File: src/tcsc_pkg.sv
/*
 * shared constants and types of the thermocouple status/config bank.
 * assumes one system clock and a classic wishbone master with 32-bit data.
 */
package tcsc_pkg;
	// register byte offsets
	localparam logic [7:0] OFS_STATUS  = 8'h00;
	localparam logic [7:0] OFS_CONFIG  = 8'h04;
	localparam logic [7:0] OFS_MASK    = 8'h08;
	localparam logic [7:0] OFS_HOT     = 8'h0C;
	localparam logic [7:0] OFS_DELTA   = 8'h10;
	localparam logic [7:0] OFS_COLD    = 8'h14;
	localparam logic [7:0] OFS_SRC_SEL = 8'h18;
	localparam logic [7:0] OFS_LIMIT0  = 8'h1C;
	// status field positions
	localparam int BIT_BURST = 7;
	localparam int BIT_CONV  = 6;
	localparam int BIT_SHORT = 5;
	localparam int BIT_RANGE = 4;
	// config field positions
	localparam int POS_TYPE = 4;
	localparam int POS_COEF = 0;
	// reset values
	localparam logic [2:0]  RST_TYPE  = 3'h0;
	localparam logic [2:0]  RST_COEF  = 3'h0;
	localparam logic [7:0]  RST_MASK  = 8'h00;
	localparam logic [15:0] RST_TEMP  = 16'h0000;
	localparam logic [13:0] RST_LIMIT = 14'h0000;

	typedef struct packed {
		logic [15:0] hot;
		logic [15:0] delta;
		logic [15:0] cold;
	} tcsc_sample_type;

	typedef struct packed {
		logic [2:0]        tc_type;
		logic [2:0]        coef;
		logic              burst_flag;
		logic              conv_flag;
		logic              range_flag;
		logic [3:0]        alert;
		logic [7:0]        mask;
		logic [15:0]       hot;
		logic [15:0]       delta;
		logic [15:0]       cold;
		logic              primed;
		logic [3:0]        src_sel;
		logic [3:0][13:0]  limit;
		logic [7:0]        burst_cnt;
		logic              shut;
		logic [2:0]        short_sync;
		logic [2:0]        open_sync;
		logic              short_flag;
		logic              open_flag;
		logic              ack;
		logic [31:0]       dat;
		logic              irq;
	} tcsc_state_type;
endpackage
File: src/tcsc_bank.sv
/*
 * status flags, sensor configuration, ema filter, alert compare and
 * burst counting of a thermocouple interface, behind a wishbone slave.
 * assumes conversion results and range levels arrive on CLK_SYS; the
 * short and open detector levels arrive asynchronously from pins.
 */
`timescale 1ns/1ps
module tcsc_bank #(
	parameter bit HAS_SHORT_DETECT = 1'b1
) (
	input  wire logic                     CLK_SYS,
	input  wire logic                     SYS_RST,
	input  wire logic                     WB_CYC_I,
	input  wire logic                     WB_STB_I,
	input  wire logic                     WB_WE_I,
	input  wire logic [7:0]               WB_ADR_I,
	input  wire logic [3:0]               WB_SEL_I,
	input  wire logic [31:0]              WB_DAT_I,
	output logic      [31:0]              WB_DAT_O,
	output logic                          WB_ACK_O,
	output logic                          IRQ,
	input  wire logic                     CONV_DONE,
	input  wire tcsc_pkg::tcsc_sample_type SAMPLE,
	input  wire logic                     EMF_OVER,
	input  wire logic                     SUM_OVER,
	input  wire logic                     BURST_MODE,
	input  wire logic [2:0]               BURST_SAMPLES,
	input  wire logic                     SHORT_PIN,
	input  wire logic                     OPEN_PIN,
	output logic [2:0]                    TC_TYPE,
	output logic                          SHUTDOWN_REQ
);
	tcsc_pkg::tcsc_state_type r;
	tcsc_pkg::tcsc_state_type next_r;
	logic [3:0]  alert_next;
	logic [7:0]  status_view;
	logic        wr_hit;
	logic        bus_req;
	logic [7:0]  wb_ofs;

	////////////////////////////////////////////////////////////////////
	// alert compare
	generate
		for (genvar i = 0; i < 4; i++) begin : g_alert
			logic signed [15:0] src;
			logic signed [15:0] lim;
			assign src = r.src_sel[i] ? r.cold : r.hot;
			assign lim = {r.limit[i], 2'b00};
			// hot source is the filtered value
			assign alert_next[i] = src > lim;
		end
	endgenerate

	////////////////////////////////////////////////////////////////////
	// status view
	// short bit gated by variant
	always_comb begin
		status_view = {r.burst_flag, r.conv_flag,
			r.short_flag & HAS_SHORT_DETECT, r.range_flag, r.alert};
	end

	assign bus_req = WB_CYC_I & WB_STB_I;
	assign wr_hit  = bus_req & WB_WE_I & r.ack & WB_SEL_I[0];
	assign wb_ofs  = WB_ADR_I;

	////////////////////////////////////////////////////////////////////
	// next state
	always_comb begin
		logic signed [25:0] acc;
		logic signed [25:0] den;
		logic               in_range;
		logic               last;
		acc      = '0;
		den      = '0;
		in_range = 1'b0;
		last     = 1'b0;
		next_r   = r;

		// pin synchronisers, change counts when stages two and three agree
		next_r.short_sync = {r.short_sync[1:0], SHORT_PIN};
		next_r.open_sync  = {r.open_sync[1:0], OPEN_PIN};
		if (r.short_sync[1] == r.short_sync[2]) begin
			next_r.short_flag = r.short_sync[2];
		end
		if (r.open_sync[1] == r.open_sync[2]) begin
			next_r.open_flag = r.open_sync[2];
		end

		// range from input voltage or hot result
		// open input also flags range on short-detect variant
		next_r.range_flag = EMF_OVER | SUM_OVER
			| (r.open_flag & HAS_SHORT_DETECT);
		next_r.alert = alert_next;

		next_r.conv_flag = CONV_DONE | (r.conv_flag
			& ~(wr_hit && wb_ofs == tcsc_pkg::OFS_STATUS
			&& WB_DAT_I[tcsc_pkg::BIT_CONV]));
		next_r.burst_flag = r.burst_flag
			& ~(wr_hit && wb_ofs == tcsc_pkg::OFS_STATUS
			&& WB_DAT_I[tcsc_pkg::BIT_BURST]);

		// count samples of a burst, then request shutdown
		last = r.burst_cnt == 8'((9'h001 << BURST_SAMPLES) - 9'h001);
		if (!BURST_MODE) begin
			next_r.burst_cnt = '0;
			next_r.shut      = 1'b0;
		end else if (CONV_DONE && !r.shut) begin
			next_r.burst_cnt = last ? 8'h00 : r.burst_cnt + 8'h01;
			if (last) begin
				next_r.shut = 1'b1;
				next_r.burst_flag = 1'b1;
			end
		end

		// conversion results
		if (CONV_DONE) begin
			in_range = !EMF_OVER && !SUM_OVER;
			next_r.cold = SAMPLE.cold;
			// delta updates while input voltage is in range
			if (!EMF_OVER) begin
				next_r.delta = SAMPLE.delta;
			end
			if (in_range) begin
				next_r.primed = 1'b1;
				// first sample after reset loads directly
				if (r.coef == 3'h0 || !r.primed) begin
					next_r.hot = SAMPLE.hot;
				end else begin
					// y = (2x + (2^n-1)y1) / (2^n+1)
					den = 26'(26'sd1 <<< r.coef);
					acc = 26'(2 * $signed(SAMPLE.hot))
						+ 26'((den - 26'sd1) * $signed(r.hot));
					acc = acc / (den + 26'sd1);
					next_r.hot = acc[15:0];
				end
			end
		end

		// register writes
		if (wr_hit) begin
			unique case (wb_ofs)
				tcsc_pkg::OFS_CONFIG: begin
					next_r.tc_type = WB_DAT_I[tcsc_pkg::POS_TYPE +: 3];
					next_r.coef    = WB_DAT_I[tcsc_pkg::POS_COEF +: 3];
					next_r.primed  = 1'b0;
				end
				tcsc_pkg::OFS_MASK: begin
					next_r.mask = WB_DAT_I[7:0];
				end
				tcsc_pkg::OFS_SRC_SEL: begin
					next_r.src_sel = WB_DAT_I[3:0];
				end
				default: begin
					for (int i = 0; i < 4; i++) begin
						if (wb_ofs == tcsc_pkg::OFS_LIMIT0 + 8'(4 * i)
							&& WB_SEL_I[1]) begin
							next_r.limit[i] = WB_DAT_I[15:2];
						end
					end
				end
			endcase
		end

		// answer one cycle after the request is seen
		next_r.ack = bus_req & ~r.ack;
		if (bus_req && !r.ack) begin
			next_r.dat = '0;
			unique case (wb_ofs)
				tcsc_pkg::OFS_STATUS: next_r.dat[7:0] = status_view;
				// bits 7 and 3 read zero
				tcsc_pkg::OFS_CONFIG: next_r.dat[7:0] =
					{1'b0, r.tc_type, 1'b0, r.coef};
				tcsc_pkg::OFS_MASK:    next_r.dat[7:0]  = r.mask;
				tcsc_pkg::OFS_HOT:     next_r.dat[15:0] = r.hot;
				tcsc_pkg::OFS_DELTA:   next_r.dat[15:0] = r.delta;
				tcsc_pkg::OFS_COLD:    next_r.dat[15:0] = r.cold;
				tcsc_pkg::OFS_SRC_SEL: next_r.dat[3:0]  = r.src_sel;
				default: begin
					for (int i = 0; i < 4; i++) begin
						if (wb_ofs == tcsc_pkg::OFS_LIMIT0 + 8'(4 * i)) begin
							next_r.dat[15:0] = {r.limit[i], 2'b00};
						end
					end
				end
			endcase
		end

		next_r.irq = |(status_view & r.mask);
	end

	////////////////////////////////////////////////////////////////////
	// state register
	always_ff @(posedge CLK_SYS or posedge SYS_RST) begin
		if (SYS_RST) begin
			r            <= '0;
			r.tc_type    <= tcsc_pkg::RST_TYPE;
			r.coef       <= tcsc_pkg::RST_COEF;
			r.mask       <= tcsc_pkg::RST_MASK;
			r.hot        <= tcsc_pkg::RST_TEMP;
			r.delta      <= tcsc_pkg::RST_TEMP;
			r.cold       <= tcsc_pkg::RST_TEMP;
			r.limit      <= {4{tcsc_pkg::RST_LIMIT}};
		end else begin
			r <= next_r;
		end
	end

	assign WB_DAT_O     = r.dat;
	assign WB_ACK_O     = r.ack;
	assign IRQ          = r.irq;
	assign TC_TYPE      = r.tc_type;
	assign SHUTDOWN_REQ = r.shut;

	generate
		for (genvar i = 1; i < 4; i++) begin : g_alert_chk

		end
	endgenerate
endmodule

File: config.mk
export PLATFORM = sky130hd
export DESIGN_NAME = tcsc_bank
export DESIGN_NICKNAME = d
export VERILOG_FILES = /design/src/tcsc_pkg.sv /design/src/tcsc_bank.sv
export SDC_FILE = /design/constraint.sdc
export NUM_CORES = 1
export LEC_CHECK = 0
export ABC_CLOCK_PERIOD_IN_PS = 65600
export BUFFER_PORTS_ARGS = -buffer_cell sky130_fd_sc_hd__buf_2
export CORE_MARGIN = 8
export CORE_UTILIZATION = 59
export CTS_CLUSTER_SIZE = 16
export DETAILED_ROUTE_END_ITERATION = 10
export PLACE_DENSITY = 0.76
export SLEW_MARGIN = 20
export SYNTH_ARGS = -nofsm -noshare
export SYNTH_HDL_FRONTEND = slang
export SYNTH_SLANG_ARGS = --single-unit
File: constraint.sdc
create_clock -name CLK_SYS -period 65.6 [get_ports CLK_SYS]
set_input_delay 13.12 -clock CLK_SYS [delete_from_list [all_inputs] [get_ports CLK_SYS]]
set_output_delay 13.12 -clock CLK_SYS [all_outputs]
set_load 0.01 [all_outputs]
==> results of run 1 <==
[metrics by stage]
step / instance area [sq um] / hold slack, ns / setup TNS [ns]
3_5_place_dp: 41260 / 0.3493 / -173.06
2_1_floorplan: 33440 / 0.3312 / -162.04
3_3_place_gp: 41260 / 0.3331 / -151.27
4_1_cts: 44770 / 0.3653 / -130.82
[logic make-up after synthesis]
kind of cell | Yosys count | synth area share
fa+ha+maj | 573 | 0.2797
other cells | 2 | 0.0002359
xor+xnor | 159 | 0.04418
flops | 165 | 0.1297
compound gates | 1007 | 0.2208
buf+inv | 589 | 0.07437
mux | 158 | 0.05487
simple gates | 1256 | 0.1962
[layer usage]
metal / GRT overflow / GRT usage
met1: 1 / 0.6912
met2: 2 / 0.8493
met3: 0 / 0.6364
met4: 2 / 0.6728
met5: 0 / 0.4502
[cell usage after synthesis, drive strengths merged, types with 42 or more instances]
library cell	count	area share
a21o	56	0.013
a21oi	170	0.027
a31oi	45	0.0088
and2	72	0.014
buf	52	0.011
clkbuf	113	0.013
dfrtp	165	0.13
fa	232	0.15
ha	338	0.13
inv	422	0.050
mux2	129	0.046
nand2	353	0.042
nand2b	45	0.0088
nand3	75	0.012
nand4	42	0.0083
nor2	270	0.032
nor2b	47	0.0092
nor3	164	0.026
o21a	142	0.033
o21ai	205	0.033
o31ai	76	0.019
xnor2	103	0.028
xor2	55	0.015
[what timing repair did]
| action | in CTS |
|---|---|
| resized for setup | 139 |
| pin swaps | 175 |
| endpoints found under the setup margin | 16 |
| cloned | 0 |
| hold buffers | 0 |
| setup buffers | 300 |
==> results.py, run 1 <==
metrics = {
    "placed_design": {
        "pre_cts_ws_ns": -11.38,
        "dpl.hpwl_um": 83670,
        "port_buffers": 109,
        "placed_cells": 5673,
        "place_congestion": 0.9540,
    },
    "sta": {
        "grt-worst-endpoint": "r[156]$_DFFE_PP0P_/D",
        "worstEndpointType": "register data pin",
    },
    "logic_synthesis": {
        "syn_area_per_cell_sq_um": 8.144,
        "synthArstFlopShare": 1.000,
        "netlist_instances": 3909,
        "synthFlopType": "dfrtp_1",
        "yosysWarnings": 0,
        "seq_area_frac_synth": 0.1297,
        "syn_area_sq_mm": 0.03183,
        "synth_cell_types": 111,
        "synth_edf_count": 0,
        "synth-seq-cells": 165,
    },
    "global_routing": {
        "track_usage": 0.7150,
        "gr-total-overflow": 5,
        "grt_max_degree": 91,
    },
    "run_status": {
        "outcome": "did not finish",
        "firstError": "[ERROR GRT-0232] Routing congestion too high. Check the congestion heatmap in the GUI.",
        "flow.stopped_at": "global routing (5_1_grt)",
    },
    "floorplan": {
        "rows": 85,
        "start_util": 0.5939,
        "io_pins": 144,
        "die_x_um": 248.3,
        "die_h_um": 248.3,
    },
    "clocking": {
        "clockBufferDepth": 2,
        "clock_sinks": 165,
        "root_buffer": "clkbuf_16",
        "cts-htree-levels": 4,
        "cts_buffers": 17,
    },
}
==> run 2: changes to the inputs <==
ABC_CLOCK_PERIOD_IN_PS = 85300   (was 65600)
CORE_UTILIZATION = 40   (was 59)
CTS_CLUSTER_SIZE = unset   (was 16)
PLACE_DENSITY = unset   (was 0.76)
PLACE_DENSITY_LB_ADDON = 0.15   (was unset)
clock period = 85.3 ns   (was 65.6 ns; I/O delays follow)
==> run 2 against run 1 <==
  * The flow now finishes without violations
  * Synthesized area unchanged
  * Synthesized cell count is the same
==> results.py, run 2 <==
metrics = {
    "critical_path": {
        "endpoint_kind": "flop",
        "cp_max_fo": 9,
        "path_common_cell": "o21a_1",
        "max_stage_delay_ns": 0.58,
        "critPathLaunchType": "input pin",
        "slowest_stage": "fa_1",
        "crit_type": "input pin to flop",
        "cp_num_buf_inv": 27,
        "worstPathRequired_ns": 85.59,
        "crit_family": "compound AO/OA/AOI/OAI gates",
        "arrival_ns": 81.57,
    },
    "floorplan": {
        "io_pins": 144,
        "start_util": 0.4036,
        "die-area_sq_mm": 0.08887,
        "die_x_um": 298.1,
        "rows": 103,
        "core_area_sq_mm": 0.07887,
        "die_h_um": 298.1,
    },
    "drt": {
        "route.detailed.drc": 0,
        "vias_per_cell": 5.425,
        "wire_per_inst_um": 18.08,
        "antenna_left": 0,
        "firstDrtPassIters": 7,
        "vias": 29845,
        "drt_iter0_drc": 1818,
        "wl_um": 99460,
    },
    "global_routing": {
        "gr-total-overflow": 0,
        "grt_max_degree": 96,
        "grt_pass1_vias": 29069,
        "grt_pass1_wl_um": 160200,
        "antenna_found_initial": 7,
        "track_usage": 0.2187,
    },
    "sta": {
        "worst_slack_ns": 4.017,
        "fmax_ghz": 0.01230,
        "slew_violations": 0,
        "fin_crit_ns": 81.28,
        "fin_setup_tns_ns": 0,
        "tightest_slew_ns": 1.070,
        "relSlewSlack": 0.2792,
        "period_share": 0.9529,
        "finalSetupViolCount": 0,
        "hold_viol_final": 0,
        "fin_skew_ns": 0.01193,
    },
    "logic_synthesis": {
        "netlist_instances": 3909,
        "yosysWarnings": 0,
        "ys_top_cells_by_count": "inv_1 (422), nand2_1 (352), ha_1 (338), nor2_1 (270), fa_1 (232)",
        "synthFlopType": "dfrtp_1",
        "synth-seq-cells": 165,
        "synth_cell_types": 111,
        "synth_edf_count": 0,
        "yosysTopAreaCell": "fa_1",
        "synth_most_common_cell": "inv_1",
        "syn_area_sq_mm": 0.03183,
        "syn_area_per_cell_sq_um": 8.144,
        "synth_top_area_share": 0.1459,
        "synthArstFlopShare": 1.000,
        "ys_top_cells_by_area": "fa_1 (15%), ha_1 (13%), dfrtp_1 (13%)",
        "seq_area_frac_synth": 0.1297,
    },
    "placed_design": {
        "dpl.hpwl_um": 81250,
        "pre_cts_ws_ns": -0.1176,
        "placed_cell_area_sq_mm": 0.03649,
        "port_buffers": 109,
        "place_congestion": 0.8795,
    },
    "final_layout": {
        "drive_gt1_frac": 0.2048,
        "final_area_sq_mm": 0.03791,
        "layout_common_cells": "inv_1 (419), buf_4 (418), nand2_1 (348), ha_1 (329), nor2_1 (249)",
        "regMostFlops": "r",
        "area_growth_pct": 19.09,
        "largest_register_ffs": 83,
        "finalNetCount": 5111,
        "final_common_cell": "inv_1",
        "num-fill-cells": 7975,
    },
    "hold_path": {
        "hold_path_class": "flop to flop",
    },
    "clocking": {
        "clockBufferDepth": 2,
        "clkLatencyLatePin_ns": 0.45,
        "cts-htree-levels": 4,
        "cts_hold_buf": 0,
        "clock_sinks": 165,
        "root_buffer": "clkbuf_16",
        "cts_buffers": 17,
        "tritoncts": "built",
        "path_clk_slew_ns": 0.07,
    },
    "run_status": {
        "outcome": "completed",
    },
    "job": {
        "drv_cap": 0,
    },
}
## run 2: cell type report
| cell class | count | area, sq um | share of cell area |
|---|---|---|---|
| diodes | 3 | 7.507 | 0.0001980 |
| flip-flops and latches | 165 | 4129 | 0.1089 |
| clock buffers | 17 | 425.4 | 0.01122 |
| well taps | 1050 | 1314 | 0.03465 |
| multi-input cells | 3298 | 26590 | 0.7014 |
| repair buffers | 529 | 3709 | 0.09783 |
| inverters | 424 | 1597 | 0.04211 |
| clock inverters | 15 | 138.9 | 0.003663 |
## run 2: final timing paths
check,startpoint,slack (ns),cells after the start,end
max,SAMPLE[46],4.02,350,r[156]
min,next_r[37],0.35,0,next_r[38]
max reg2reg,r[175],17.31,356,r[156]
min reg2reg,next_r[37],0.35,0,next_r[38]
max in group asynchronous,SYS_RST,66.98,3,r[137]
min in group asynchronous,SYS_RST,16.80,2,WB_DAT_O[5]
## run 2: worst register-to-register path, delay by kind of cell, from the launching register on
| family | cells | cell delay (ns) |
|---|---|---|
| AO/OA/AOI/OAI | 193 | 35.25 |
| XOR/XNOR | 3 | 0.77 |
| adder cells (fa/ha/maj) | 34 | 11.89 |
| buffers and inverters | 29 | 3.25 |
| flip-flops | 1 | 0.77 |
| multiplexers | 4 | 1.36 |
| AND/OR/NAND/NOR | 93 | 14.43 |
## run 2: stage by stage
| stage | instances | util | hold slack, ns |
|---|---|---|---|
| after floorplan | 4051 | - | 0.3312 |
| after global placement | 5439 | 0.4626 | 0.3398 |
| after detailed placement | 5439 | 0.4626 | 0.3396 |
| after CTS | 5471 | 0.4698 | 0.3559 |
| after global routing | 5498 | 0.4806 | 0.3650 |
| final | 5501 | 0.4807 | 0.3518 |
## run 2: cells by family after synthesis
family          count (synthesis)  share of synthesized area
simple gates                 1256                     0.1962
compound gates               1007                     0.2208
buf+inv                       589                    0.07437
fa+ha+maj                     573                     0.2797
flops                         165                     0.1297
xor+xnor                      159                    0.04418
mux                           158                    0.05487
other cells                     2                  0.0002359
## run 2: per-layer routing
metal / up-vias / wire length, um / GRT usage
met5: - / 61 / 0
li1: 14807 / - / -
met2: 589 / 46820 / 0.3696
met1: 14337 / 46900 / 0.3023
met4: 8 / 1537 / 0.03696
met3: 104 / 4150 / 0.02589
## run 2: repair_timing
| action | in CTS | in global routing |
|---|---|---|
| cloned | 0 | 1 |
| endpoints found under the hold margin | 0 | 0 |
| buffers inserted | 0 | 26 |
| setup endpoints to repair | 1 | 16 |
| pin swaps | 0 | 45 |
| gates resized for setup | 2 | 157 |
Power of run 2 is not shown: default switching activity piles up to over one toggle a cycle in this logic, so the estimate is an artifact.
